## src/rtl/hpp_pkg.sv

```systemverilog
`default_nettype none
package hpp_pkg;
  localparam int unsigned BYTE_W = 8;
  localparam int unsigned WORD_W = 16;
  localparam int unsigned CLK_PERIOD_NS = 50;
  // Longest flag update time after a transaction end, rounded down, at least one cycle
  localparam int unsigned FLAG_UPDATE_MAX_NS = 20;
  localparam int unsigned FLAG_UPDATE_CYC =
    (FLAG_UPDATE_MAX_NS / CLK_PERIOD_NS) < 1 ? 1 : (FLAG_UPDATE_MAX_NS / CLK_PERIOD_NS);
  // Least high or low time of chip select and strobes, rounded up
  localparam real PULSE_MIN_NS = 20.5;
  localparam int unsigned PULSE_MIN_CYC =
    int'($ceil(PULSE_MIN_NS / real'(CLK_PERIOD_NS)));
  // Status byte layout
  localparam int unsigned STAT_EMPTY_BIT = 0;
  localparam int unsigned STAT_FULL_BIT = 1;
  // Byte half select values; the high half completes a word
  localparam logic HALF_LOW = 1'b0;
  localparam logic HALF_HIGH = 1'b1;
  // Reset levels: output buffer empty, input buffer not full
  localparam logic EMPTY_RST = 1'b1;
  localparam logic FULL_RST = 1'b0;
  localparam logic [BYTE_W-1:0] BYTE_RST = 8'h00;
  localparam logic [WORD_W-1:0] WORD_RST = 16'h0000;
  // Synchroniser bundle: cs, rd, wr, ds, dir, stat, bsel, data
  localparam int unsigned SYNC_W = 7 + BYTE_W;
  localparam logic [SYNC_W-1:0] SYNC_RST = 15'h7000;
  typedef enum logic [1:0] {
    HPP_IDLE = 2'b00,
    HPP_READ = 2'b01,
    HPP_WRITE = 2'b10
  } hpp_state_e;
endpackage
`default_nettype wire

```

## src/rtl/hpp_port.sv

```systemverilog
`default_nettype none
module hpp_port (
  input wire logic clk_sys, // System clock
  input wire logic rst_n, // Synchronous reset, active low
  input wire logic host_chip_select_n, // Host chip select pin
  input wire logic read_strobe_n, // Separate-strobe read pin
  input wire logic write_strobe_n, // Separate-strobe write pin
  input wire logic single_data_strobe, // Single-strobe data strobe pin
  input wire logic direction_read_write_n, // Single-strobe direction, 1 = read
  input wire logic status_select, // Status byte select pin
  input wire logic byte_half_select, // Word half select pin, 1 = high half
  input wire logic [7:0] host_byte_bus_in, // Byte bus level from pins
  output logic [7:0] host_byte_bus_out, // Byte bus read data
  output logic host_byte_bus_oe, // Byte bus drive enable
  output logic output_empty_flag, // Output-empty flag pin
  output logic input_full_flag, // Input-full flag pin
  input wire logic mode_single_strobe, // 1 = single-strobe mode
  input wire logic strobe_active_high, // 1 = data strobe active high
  input wire logic empty_flag_invert, // Invert output-empty pin
  input wire logic full_flag_invert, // Invert input-full pin
  input wire logic out_word_load, // Processor loads output word
  input wire logic [15:0] out_word, // Word for host to read
  input wire logic in_word_take, // Processor consumed input word
  output logic [15:0] in_word, // Word written by host
  output logic out_buf_empty, // Output buffer empty
  output logic in_buf_full // Input buffer full
);
  localparam int unsigned BW = hpp_pkg::BYTE_W;
  localparam int unsigned WW = hpp_pkg::WORD_W;

  logic [hpp_pkg::SYNC_W-1:0] pins_s;
  logic cs_n_s, rd_n_s, wr_n_s, ds_s, dir_s, stat_s, bsel_s;
  logic [BW-1:0] data_s;

  hpp_sync #(
    .W(hpp_pkg::SYNC_W),
    .RST_VAL(hpp_pkg::SYNC_RST)
  ) u_sync (
    .clk_sys(clk_sys),
    .rst_n(rst_n),
    .d({host_chip_select_n, read_strobe_n, write_strobe_n, single_data_strobe,
        direction_read_write_n, status_select, byte_half_select, host_byte_bus_in}),
    .q(pins_s)
  );

  assign {cs_n_s, rd_n_s, wr_n_s, ds_s, dir_s, stat_s, bsel_s, data_s} = pins_s;

  hpp_pkg::hpp_state_e state_q, state_d;
  logic stat_q, stat_d;
  logic bsel_q, bsel_d;
  logic empty_q, empty_d;
  logic full_q, full_d;
  logic empty_pin_q, empty_pin_d;
  logic full_pin_q, full_pin_d;
  logic [BW-1:0] rd_byte_q, rd_byte_d;
  logic [WW-1:0] out_buf_q, out_buf_d;
  logic [WW-1:0] in_buf_q, in_buf_d;
  logic ds_on, frame_on, rd_on, wr_on, start_rd, start_wr;
  logic [BW-1:0] status_byte;

  always_comb begin
    ds_on = strobe_active_high ? ds_s : ~ds_s;
    frame_on = ~cs_n_s & ds_on;
    rd_on = mode_single_strobe ? frame_on : (~cs_n_s & ~rd_n_s);
    wr_on = mode_single_strobe ? frame_on : (~cs_n_s & ~wr_n_s);
    // Direction is only sampled at the start, never used to frame
    start_rd = mode_single_strobe ? (frame_on & dir_s) : rd_on;
    start_wr = mode_single_strobe ? (frame_on & ~dir_s) : (wr_on & ~rd_on);
    status_byte = hpp_pkg::BYTE_RST;
    status_byte[hpp_pkg::STAT_EMPTY_BIT] = empty_q;
    status_byte[hpp_pkg::STAT_FULL_BIT] = full_q;
  end

  always_comb begin
    state_d = state_q;
    stat_d = stat_q;
    bsel_d = bsel_q;
    rd_byte_d = rd_byte_q;
    in_buf_d = in_buf_q;
    empty_d = empty_q;
    full_d = full_q;
    // Processor clear goes first so a high-half host write completing now still sets full
    if (in_word_take) begin
      full_d = 1'b0;
    end
    case (state_q)
      hpp_pkg::HPP_IDLE: begin
        if (start_rd || start_wr) begin
          stat_d = stat_s;
          bsel_d = bsel_s;
        end
        if (start_rd) begin
          state_d = hpp_pkg::HPP_READ;
          if (stat_s) begin
            rd_byte_d = status_byte;
          end else if (bsel_s == hpp_pkg::HALF_HIGH) begin
            rd_byte_d = out_buf_q[WW-1:BW];
          end else begin
            rd_byte_d = out_buf_q[BW-1:0];
          end
        end else if (start_wr) begin
          state_d = hpp_pkg::HPP_WRITE;
        end
      end
      hpp_pkg::HPP_READ: begin
        if (!rd_on) begin
          state_d = hpp_pkg::HPP_IDLE;
          if (!stat_q && bsel_q == hpp_pkg::HALF_HIGH) begin
            empty_d = 1'b1;
          end
        end
      end
      hpp_pkg::HPP_WRITE: begin
        if (!wr_on) begin
          state_d = hpp_pkg::HPP_IDLE;
          if (bsel_q == hpp_pkg::HALF_HIGH) begin
            in_buf_d[WW-1:BW] = data_s;
            full_d = 1'b1;
          end else begin
            in_buf_d[BW-1:0] = data_s;
          end
        end
      end
      default: begin
        state_d = hpp_pkg::HPP_IDLE;
      end
    endcase
    // A fresh processor word outranks a host read ending in the same cycle
    out_buf_d = out_word_load ? out_word : out_buf_q;
    if (out_word_load) begin
      empty_d = 1'b0;
    end
    empty_pin_d = empty_d ^ empty_flag_invert;
    full_pin_d = full_d ^ full_flag_invert;
  end

  always_ff @(posedge clk_sys) begin
    if (!rst_n) begin
      state_q <= hpp_pkg::HPP_IDLE;
      stat_q <= 1'b0;
      bsel_q <= hpp_pkg::HALF_LOW;
      rd_byte_q <= hpp_pkg::BYTE_RST;
      out_buf_q <= hpp_pkg::WORD_RST;
      in_buf_q <= hpp_pkg::WORD_RST;
      empty_q <= hpp_pkg::EMPTY_RST;
      full_q <= hpp_pkg::FULL_RST;
      empty_pin_q <= hpp_pkg::EMPTY_RST;
      full_pin_q <= hpp_pkg::FULL_RST;
    end else begin
      state_q <= state_d;
      stat_q <= stat_d;
      bsel_q <= bsel_d;
      rd_byte_q <= rd_byte_d;
      out_buf_q <= out_buf_d;
      in_buf_q <= in_buf_d;
      empty_q <= empty_d;
      full_q <= full_d;
      empty_pin_q <= empty_pin_d;
      full_pin_q <= full_pin_d;
    end
  end

  assign host_byte_bus_out = rd_byte_q;
  assign host_byte_bus_oe = (state_q == hpp_pkg::HPP_READ);
  assign output_empty_flag = empty_pin_q;
  assign input_full_flag = full_pin_q;
  assign in_word = in_buf_q;
  assign out_buf_empty = empty_q;
  assign in_buf_full = full_q;
endmodule // hpp_port
`default_nettype wire

```

## src/rtl/hpp_sync.sv

```systemverilog
`default_nettype none
module hpp_sync #(
  parameter int unsigned W = 1,
  parameter logic [W-1:0] RST_VAL = '0
) (
  input wire logic clk_sys, // System clock
  input wire logic rst_n, // Synchronous reset, active low
  input wire logic [W-1:0] d, // Asynchronous inputs
  output logic [W-1:0] q // Synchronised outputs
);
  logic [W-1:0] s1_q;
  logic [W-1:0] s1_d;
  logic [W-1:0] s2_q;
  logic [W-1:0] s2_d;

  // First stage feeds only the second stage
  for (genvar i = 0; i < W; i++) begin : g_bit
    always_comb begin
      s1_d[i] = d[i];
      s2_d[i] = s1_q[i];
    end
  end

  always_ff @(posedge clk_sys) begin
    if (!rst_n) begin
      s1_q <= RST_VAL;
      s2_q <= RST_VAL;
    end else begin
      s1_q <= s1_d;
      s2_q <= s2_d;
    end
  end

  assign q = s2_q;
endmodule // hpp_sync
`default_nettype wire

```

## config.mk

```make
export PLATFORM = sky130hd
export DESIGN_NAME = hpp_port
export DESIGN_NICKNAME = d
export VERILOG_FILES = /design/src/rtl/hpp_pkg.sv /design/src/rtl/hpp_port.sv /design/src/rtl/hpp_sync.sv
export SDC_FILE = /design/constraint.sdc
export NUM_CORES = 1
export LEC_CHECK = 0
export BUFFER_PORTS_ARGS = -buffer_cell sky130_fd_sc_hd__buf_2
export CAP_MARGIN = 10
export CORE_UTILIZATION = 40
export CTS_BUF_LIST = sky130_fd_sc_hd__clkbuf_8 sky130_fd_sc_hd__clkbuf_16
export CTS_CLUSTER_SIZE = 25
export DETAILED_ROUTE_END_ITERATION = 7
export SYNTH_ARGS = -nofsm -noshare
export SYNTH_HDL_FRONTEND = slang
export SYNTH_HIERARCHICAL = 1
export SYNTH_SLANG_ARGS = --single-unit
export TNS_END_PERCENT = 20
```

## constraint.sdc

```tcl
create_clock -name clk_sys -period 2.75 [get_ports clk_sys]
set_input_delay 0.275 -clock clk_sys [delete_from_list [all_inputs] [get_ports clk_sys]]
set_output_delay 0.275 -clock clk_sys [all_outputs]
set_load 0.01 [all_outputs]
```

Yosys cells after proc, flatten, opt, wreduce, memory -nomap -nowiden
Cells that the tools add are included.

Mux-type cells: 20. Reductions and logical operators: 9. Eq/ne operators: 5. Bitwise gates (word level): 16.

Operators by type and width (number): $mux 8 (2); $mux 1 (13); $reduce_and 3->1 (3); $mux 2 (4); $not 1->1 (8); $and 1x1->1 (6); $pmux 2 s3 (1); $ne 2x2->1 const B (2); $reduce_and 2->1 (2); $ne 3x3->1 const B (1); $eq 2x1->1 const B (1); $eq 2x2->1 const B (1); $logic_not 2->1 (1); $xor 1x1->1 (2); $logic_and 1x1->1 (1); $logic_not 1->1 (1); $logic_or 1x1->1 (1).

Register bits: 78. Logic and storage cells: 63. Input port bits: 39. Output and inout port bits: 29.

Logic depth before layout (Yosys ltp)
Word-level depth: 10. Gate-level depth with buffers: 6. Mapped depth without buffers: 4.

Hierarchy
The synthesis kept the hierarchy.

Modules (own cells, without submodules): hpp_port (instances 1, area an instance 2140.8 um^2, cells each 222, seq. area each 960.9 um^2); hpp_sync (instances 1, area an instance 805.8 um^2, cells each 63, seq. area each 600.6 um^2).

Least setup slack after synthesis
No wires, ideal clock.

Path type: input-to-reg. Start: in mode_single_strobe. End: reg in_buf_q[14], in the netlist in_word[14]. Cell stages on the path: 6. Setup time: 0.115 ns. Data required time: 2.635 ns. Path buffers: 2. Slack: 1.261 ns. Arrival time: 1.374 ns. Cells stage by stage: buf_4 -> nor2b_4 -> a2111o_1 -> buf_6 -> nand3_2 -> o21ai_2.

Word-level cells in the longest chain between the ends: 3.

RTL lines: start, declared (RTL line hpp_port.sv:17) `input wire logic mode_single_strobe,`; $mux 1 (RTL line hpp_port.sv:65) `wr_on = mode_single_strobe ? frame_on : (~cs_n_s & ~wr_n_s);`; $not 1->1 (no line); $reduce_and 3->1 (no line); end signal, assigned (RTL line hpp_port.sv:144) `in_buf_q <= hpp_pkg::WORD_RST;`; end signal, assigned (RTL line hpp_port.sv:155) `in_buf_q <= in_buf_d;`; end, declared (RTL line hpp_port.sv:57) `logic [WW-1:0] in_buf_q, in_buf_d;`.

No other way between the ends. A chain may end at the register's enable or synchronous reset.

Final worst setup path
Start: reg u_sync.s2_q[14], in the netlist u_sync/q[14]. End: reg full_q, in the netlist in_buf_full.

Word-level cells in the longest chain between the ends: 5. Elaborated cells on any way between the ends: 6. Classes of those cells: mux (3); bitwise (3).

RTL lines: start, declared (RTL line hpp_sync.sv:13) `logic [W-1:0] s2_q;`; start signal, assigned (RTL line hpp_sync.sv:27) `s2_q <= RST_VAL;`; start signal, assigned (RTL line hpp_sync.sv:30) `s2_q <= s2_d;`; $not 1->1 (*) (RTL line hpp_port.sv:63, hpp_port.sv:65); $and 1x1->1 (on tied branches) (RTL line hpp_port.sv:65, hpp_port.sv:63); $mux 1 (*) (RTL line hpp_port.sv:65); $mux 1 (*) (RTL line hpp_port.sv:114) `if (!wr_on) begin`; $mux 1 (*) (RTL line hpp_port.sv:86) `case (state_q)`; end signal, assigned (RTL line hpp_port.sv:146) `full_q <= hpp_pkg::FULL_RST;`; end signal, assigned (RTL line hpp_port.sv:157) `full_q <= full_d;`; end, declared (RTL line hpp_port.sv:52) `logic full_q, full_d;`.

Every way passes the cells marked *; elsewhere a longest branch is shown, timed or not.

==> reports/metrics.csv <==
metric,value,unit
H-tree level count,3,
antenna violations before repair,0,
CP Data Required Time,2.99,ns
area grow syn2layout,20.7,%
Cell variety after synth,38,
Slew HR,50.9,%
Max-Cap Viols,0,
R2R depth,4,
Clk network pwr share,41.1,%
worst-case clock skew,0.00793,ns
CP Class,flop to flop,
Slew @ Worst Pin,0.736,ns
Synth Warn #,6,
reg-to-reg startpoint,u_sync/q[14],
sw power,0.000502,W
Ant. Diodes,0,
num rows,30,
worst-path cell chain,"nor3_2, a2111o_1, o21ai_2, and2_1",
Die X,87.8,µm
combinational power share,6.3,%
vias post-DR,2007,
"antenna viol nets, final",0,
Hold Crit Endpoint,u_sync/s1_q[13],
Clock Tree Buf Depth,2,
post-CTS resize count,0,
gpl congestion,0.782,
startpoint types,flop,
"Seq/Total Area, Yosys",53.0,%
"Arr. time, crit path",1.99,ns
Hold Fails Final Rpt,0,
Final Critical Period,1.75,ns
CTS Sinks,78,
number of DRC markers in iteration 0,100,
Buffers on Ports,67,
Hold Path Class,input pin to flop,
placed cell areas,0.00334,mm²
DR pass1 iterations,4,
sw frac,22.3,%
Leak,1.54,nW
number of buffers created by CTS,9,
critical path's largest stage delay,0.62,ns
#FFs+latches synth,78,
Power per Cell Area,634,mW/mm²
CTS tree,built,
Worst-Skew Late Latency,0.34,ns
drt wl/cell,11.9,µm
total track usage,15.3,%
Pwr Total,0.00226,W
setup TNS,0,ns
"worst slack, placed",0.911,ns
internal power,0.00175,W
wire length on met2,2290,µm
Tcrit/Tclk final,63.7,%
gr ovfl total,0,
pin count of the biggest net entering global routing,84,
DR WL met3,340,µm
Synthesized Nets,324,
share of layout cells above drive strength 1,30.6,%
RSZ-0062 raised after global routing,no,
asr flop ratio synth,0,%
Root Buffer Master,clkbuf_8,
Top Ports,68,
main flop type after synthesis,dfxtp_1,
core footprint,0.00694,mm²
syn_area_per_cell,10.3,µm²
worst reg2reg path endpoint,in_buf_full,
Filler Cell Count,658,
clock-pin slew on the worst setup and hold paths,0.08,ns
"Setup Fix Bufs, Post-CTS",0,
HP Start,read_strobe_n,
WHS,0.107,ns
fin nets,387,
Flop pwr share,52.6,%
wl on met1,2630,µm
post-route cell area,0.00356,mm²
top routing layer in use,met4,
worst setup margin,0.997,ns
# setup viols final,0,
hold buffers post-CTS,0,
fin. max-slew vios,0,
hold path depth,2,
initial core utilization,42.4,%
Worst R2R Setup Slack,1.0,ns
DR vias/cell,4.47,
mapped cell area,0.00295,mm²
detailed placement HPWL,3750,µm
Crit. End Element,flop,
status,"finished, final reports clean",
worst-path fanout max,17,
full die area,0.00771,mm²
Post-synth EDFFs,0,
"Slowest-stage cell, CP",a2111o_1,
first-pass GRT wire length,8800,µm
detailed-route DRC error count,0,
DRT Wirelength,5330,µm
Cells after Synth,285,
vias in the first global route,1852,
Max Clock Freq,571,MHz
worst vdd ir,0.382,mV
Die Y,87.8,µm
[power by group through the flow]
stage | clock, W | sequential (W) | combinational [W]
after floorplan | 0 | 0.00121 | 0.0000981
after global placement | 0 | 0.00121 | 0.000144
after detailed placement | 0 | 0.00121 | 0.000146
after CTS | 0.000963 | 0.00119 | 0.000146
after global routing | 0.00102 | 0.00119 | 0.000162
final | 0.000927 | 0.00119 | 0.000143
[worst max-delay path, delay by kind of cell, from the launching register on]
family | cells | cell delay [ns]
DFF | 1 | 0.40
and+or+nand+nor | 2 | 0.49
AOI/OAI and AO/OA | 2 | 0.76
[sequential cells by signal, summed over array words and instances, names as in the netlist]
name and cells:
in_word 16, out_buf_q 16, u_sync/q 15, u_sync/s1_q 15, host_byte_bus_out 8, state_q 2
bsel_q 1, in_buf_full 1, input_full_flag 1, out_buf_empty 1, output_empty_flag 1, stat_q 1
[how the worst max path moves through the flow]
stage                       startpoint  cells after the start  slack, ns           to
floorplan           mode_single_strobe                      6       1.26  in_word[14]
global placement    strobe_active_high                      5       0.93  in_buf_full
detailed placement  strobe_active_high                      5       0.91  in_buf_full
CTS                       u_sync/q[14]                      4       0.97  in_buf_full
global route              u_sync/q[14]                      4       0.81  in_buf_full
finish                    u_sync/q[14]                      4        1.0  in_buf_full
[routing by layer]
| metal | track usage [%] | vias up |
|---|---|---|
| met1 | 20.4 | 860 |
| met3 | 5.37 | 9 |
| met5 | 0 | - |
| met2 | 22.4 | 64 |
| li1 | - | 1074 |
| met4 | 6.26 | 0 |
[Yosys cell counts (2+ instances only)]
master / instances / area share, %
buf_6: 2 / 0.76
or3_1: 2 / 0.42
nand3_2: 2 / 0.68
nor2b_1: 21 / 4.5
nand2b_1: 8 / 1.7
nand3_1: 14 / 2.4
clkbuf_2: 2 / 0.34
o21ai_0: 11 / 1.9
buf_2: 4 / 0.68
mux2i_1: 29 / 9.9
a31oi_1: 2 / 0.42
dfxtp_1: 78 / 53
nand2_1: 38 / 4.8
o21ai_2: 9 / 2.7
mux2_2: 7 / 2.7
and2_1: 25 / 5.3
inv_1: 3 / 0.38
clkbuf_1: 6 / 0.76
nor2_1: 3 / 0.38
[metrics by stage]
step | utilization [%] | instances
4_1_cts | 51.2 | 449
2_1_floorplan | - | 285
3_3_place_gp | 48.0 | 433
6_report | 51.2 | 449
5_1_grt | 51.2 | 449
3_5_place_dp | 48.0 | 433
[kinds of logic (layout without fill, tap and decap cells)]
group,count (synthesis),count (layout),synth area share [%]
flops,78,78,53.0
simple gates,120,120,22.3
compound gates,29,29,7.77
xor+xnor,2,2,0.849
mux,36,36,12.5
buf+inv,20,88,3.57
[layout by cell type (no fill, tap or decap), types with 2 or more instances in the layout]
cell type   instances
a31oi_1             2
and2_1             25
buf_2              67
bufinv_16           2
clkbuf_8            9
clkinvlp_4          2
dfxtp_1            78
inv_1               3
mux2_2              7
mux2i_1            29
nand2_1            38
nand2b_1            8
nand3_1            14
nand3_2             2
nor2_1              3
nor2b_1            21
o21ai_0            11
o21ai_2             9
or3_1               2
[area by class of cell]
type	instances	area [µm²]	share of cell area [%]
repair buffers	69	363	10.2
multi-input cells	187	1280	36.0
inverters	3	11.3	0.317
clock inverters	7	97.6	2.74
clock buffers	9	124	3.48
flip-flops and latches	78	1560	43.9
well taps	96	120	3.38
Power figures use the tool's default switching activity.
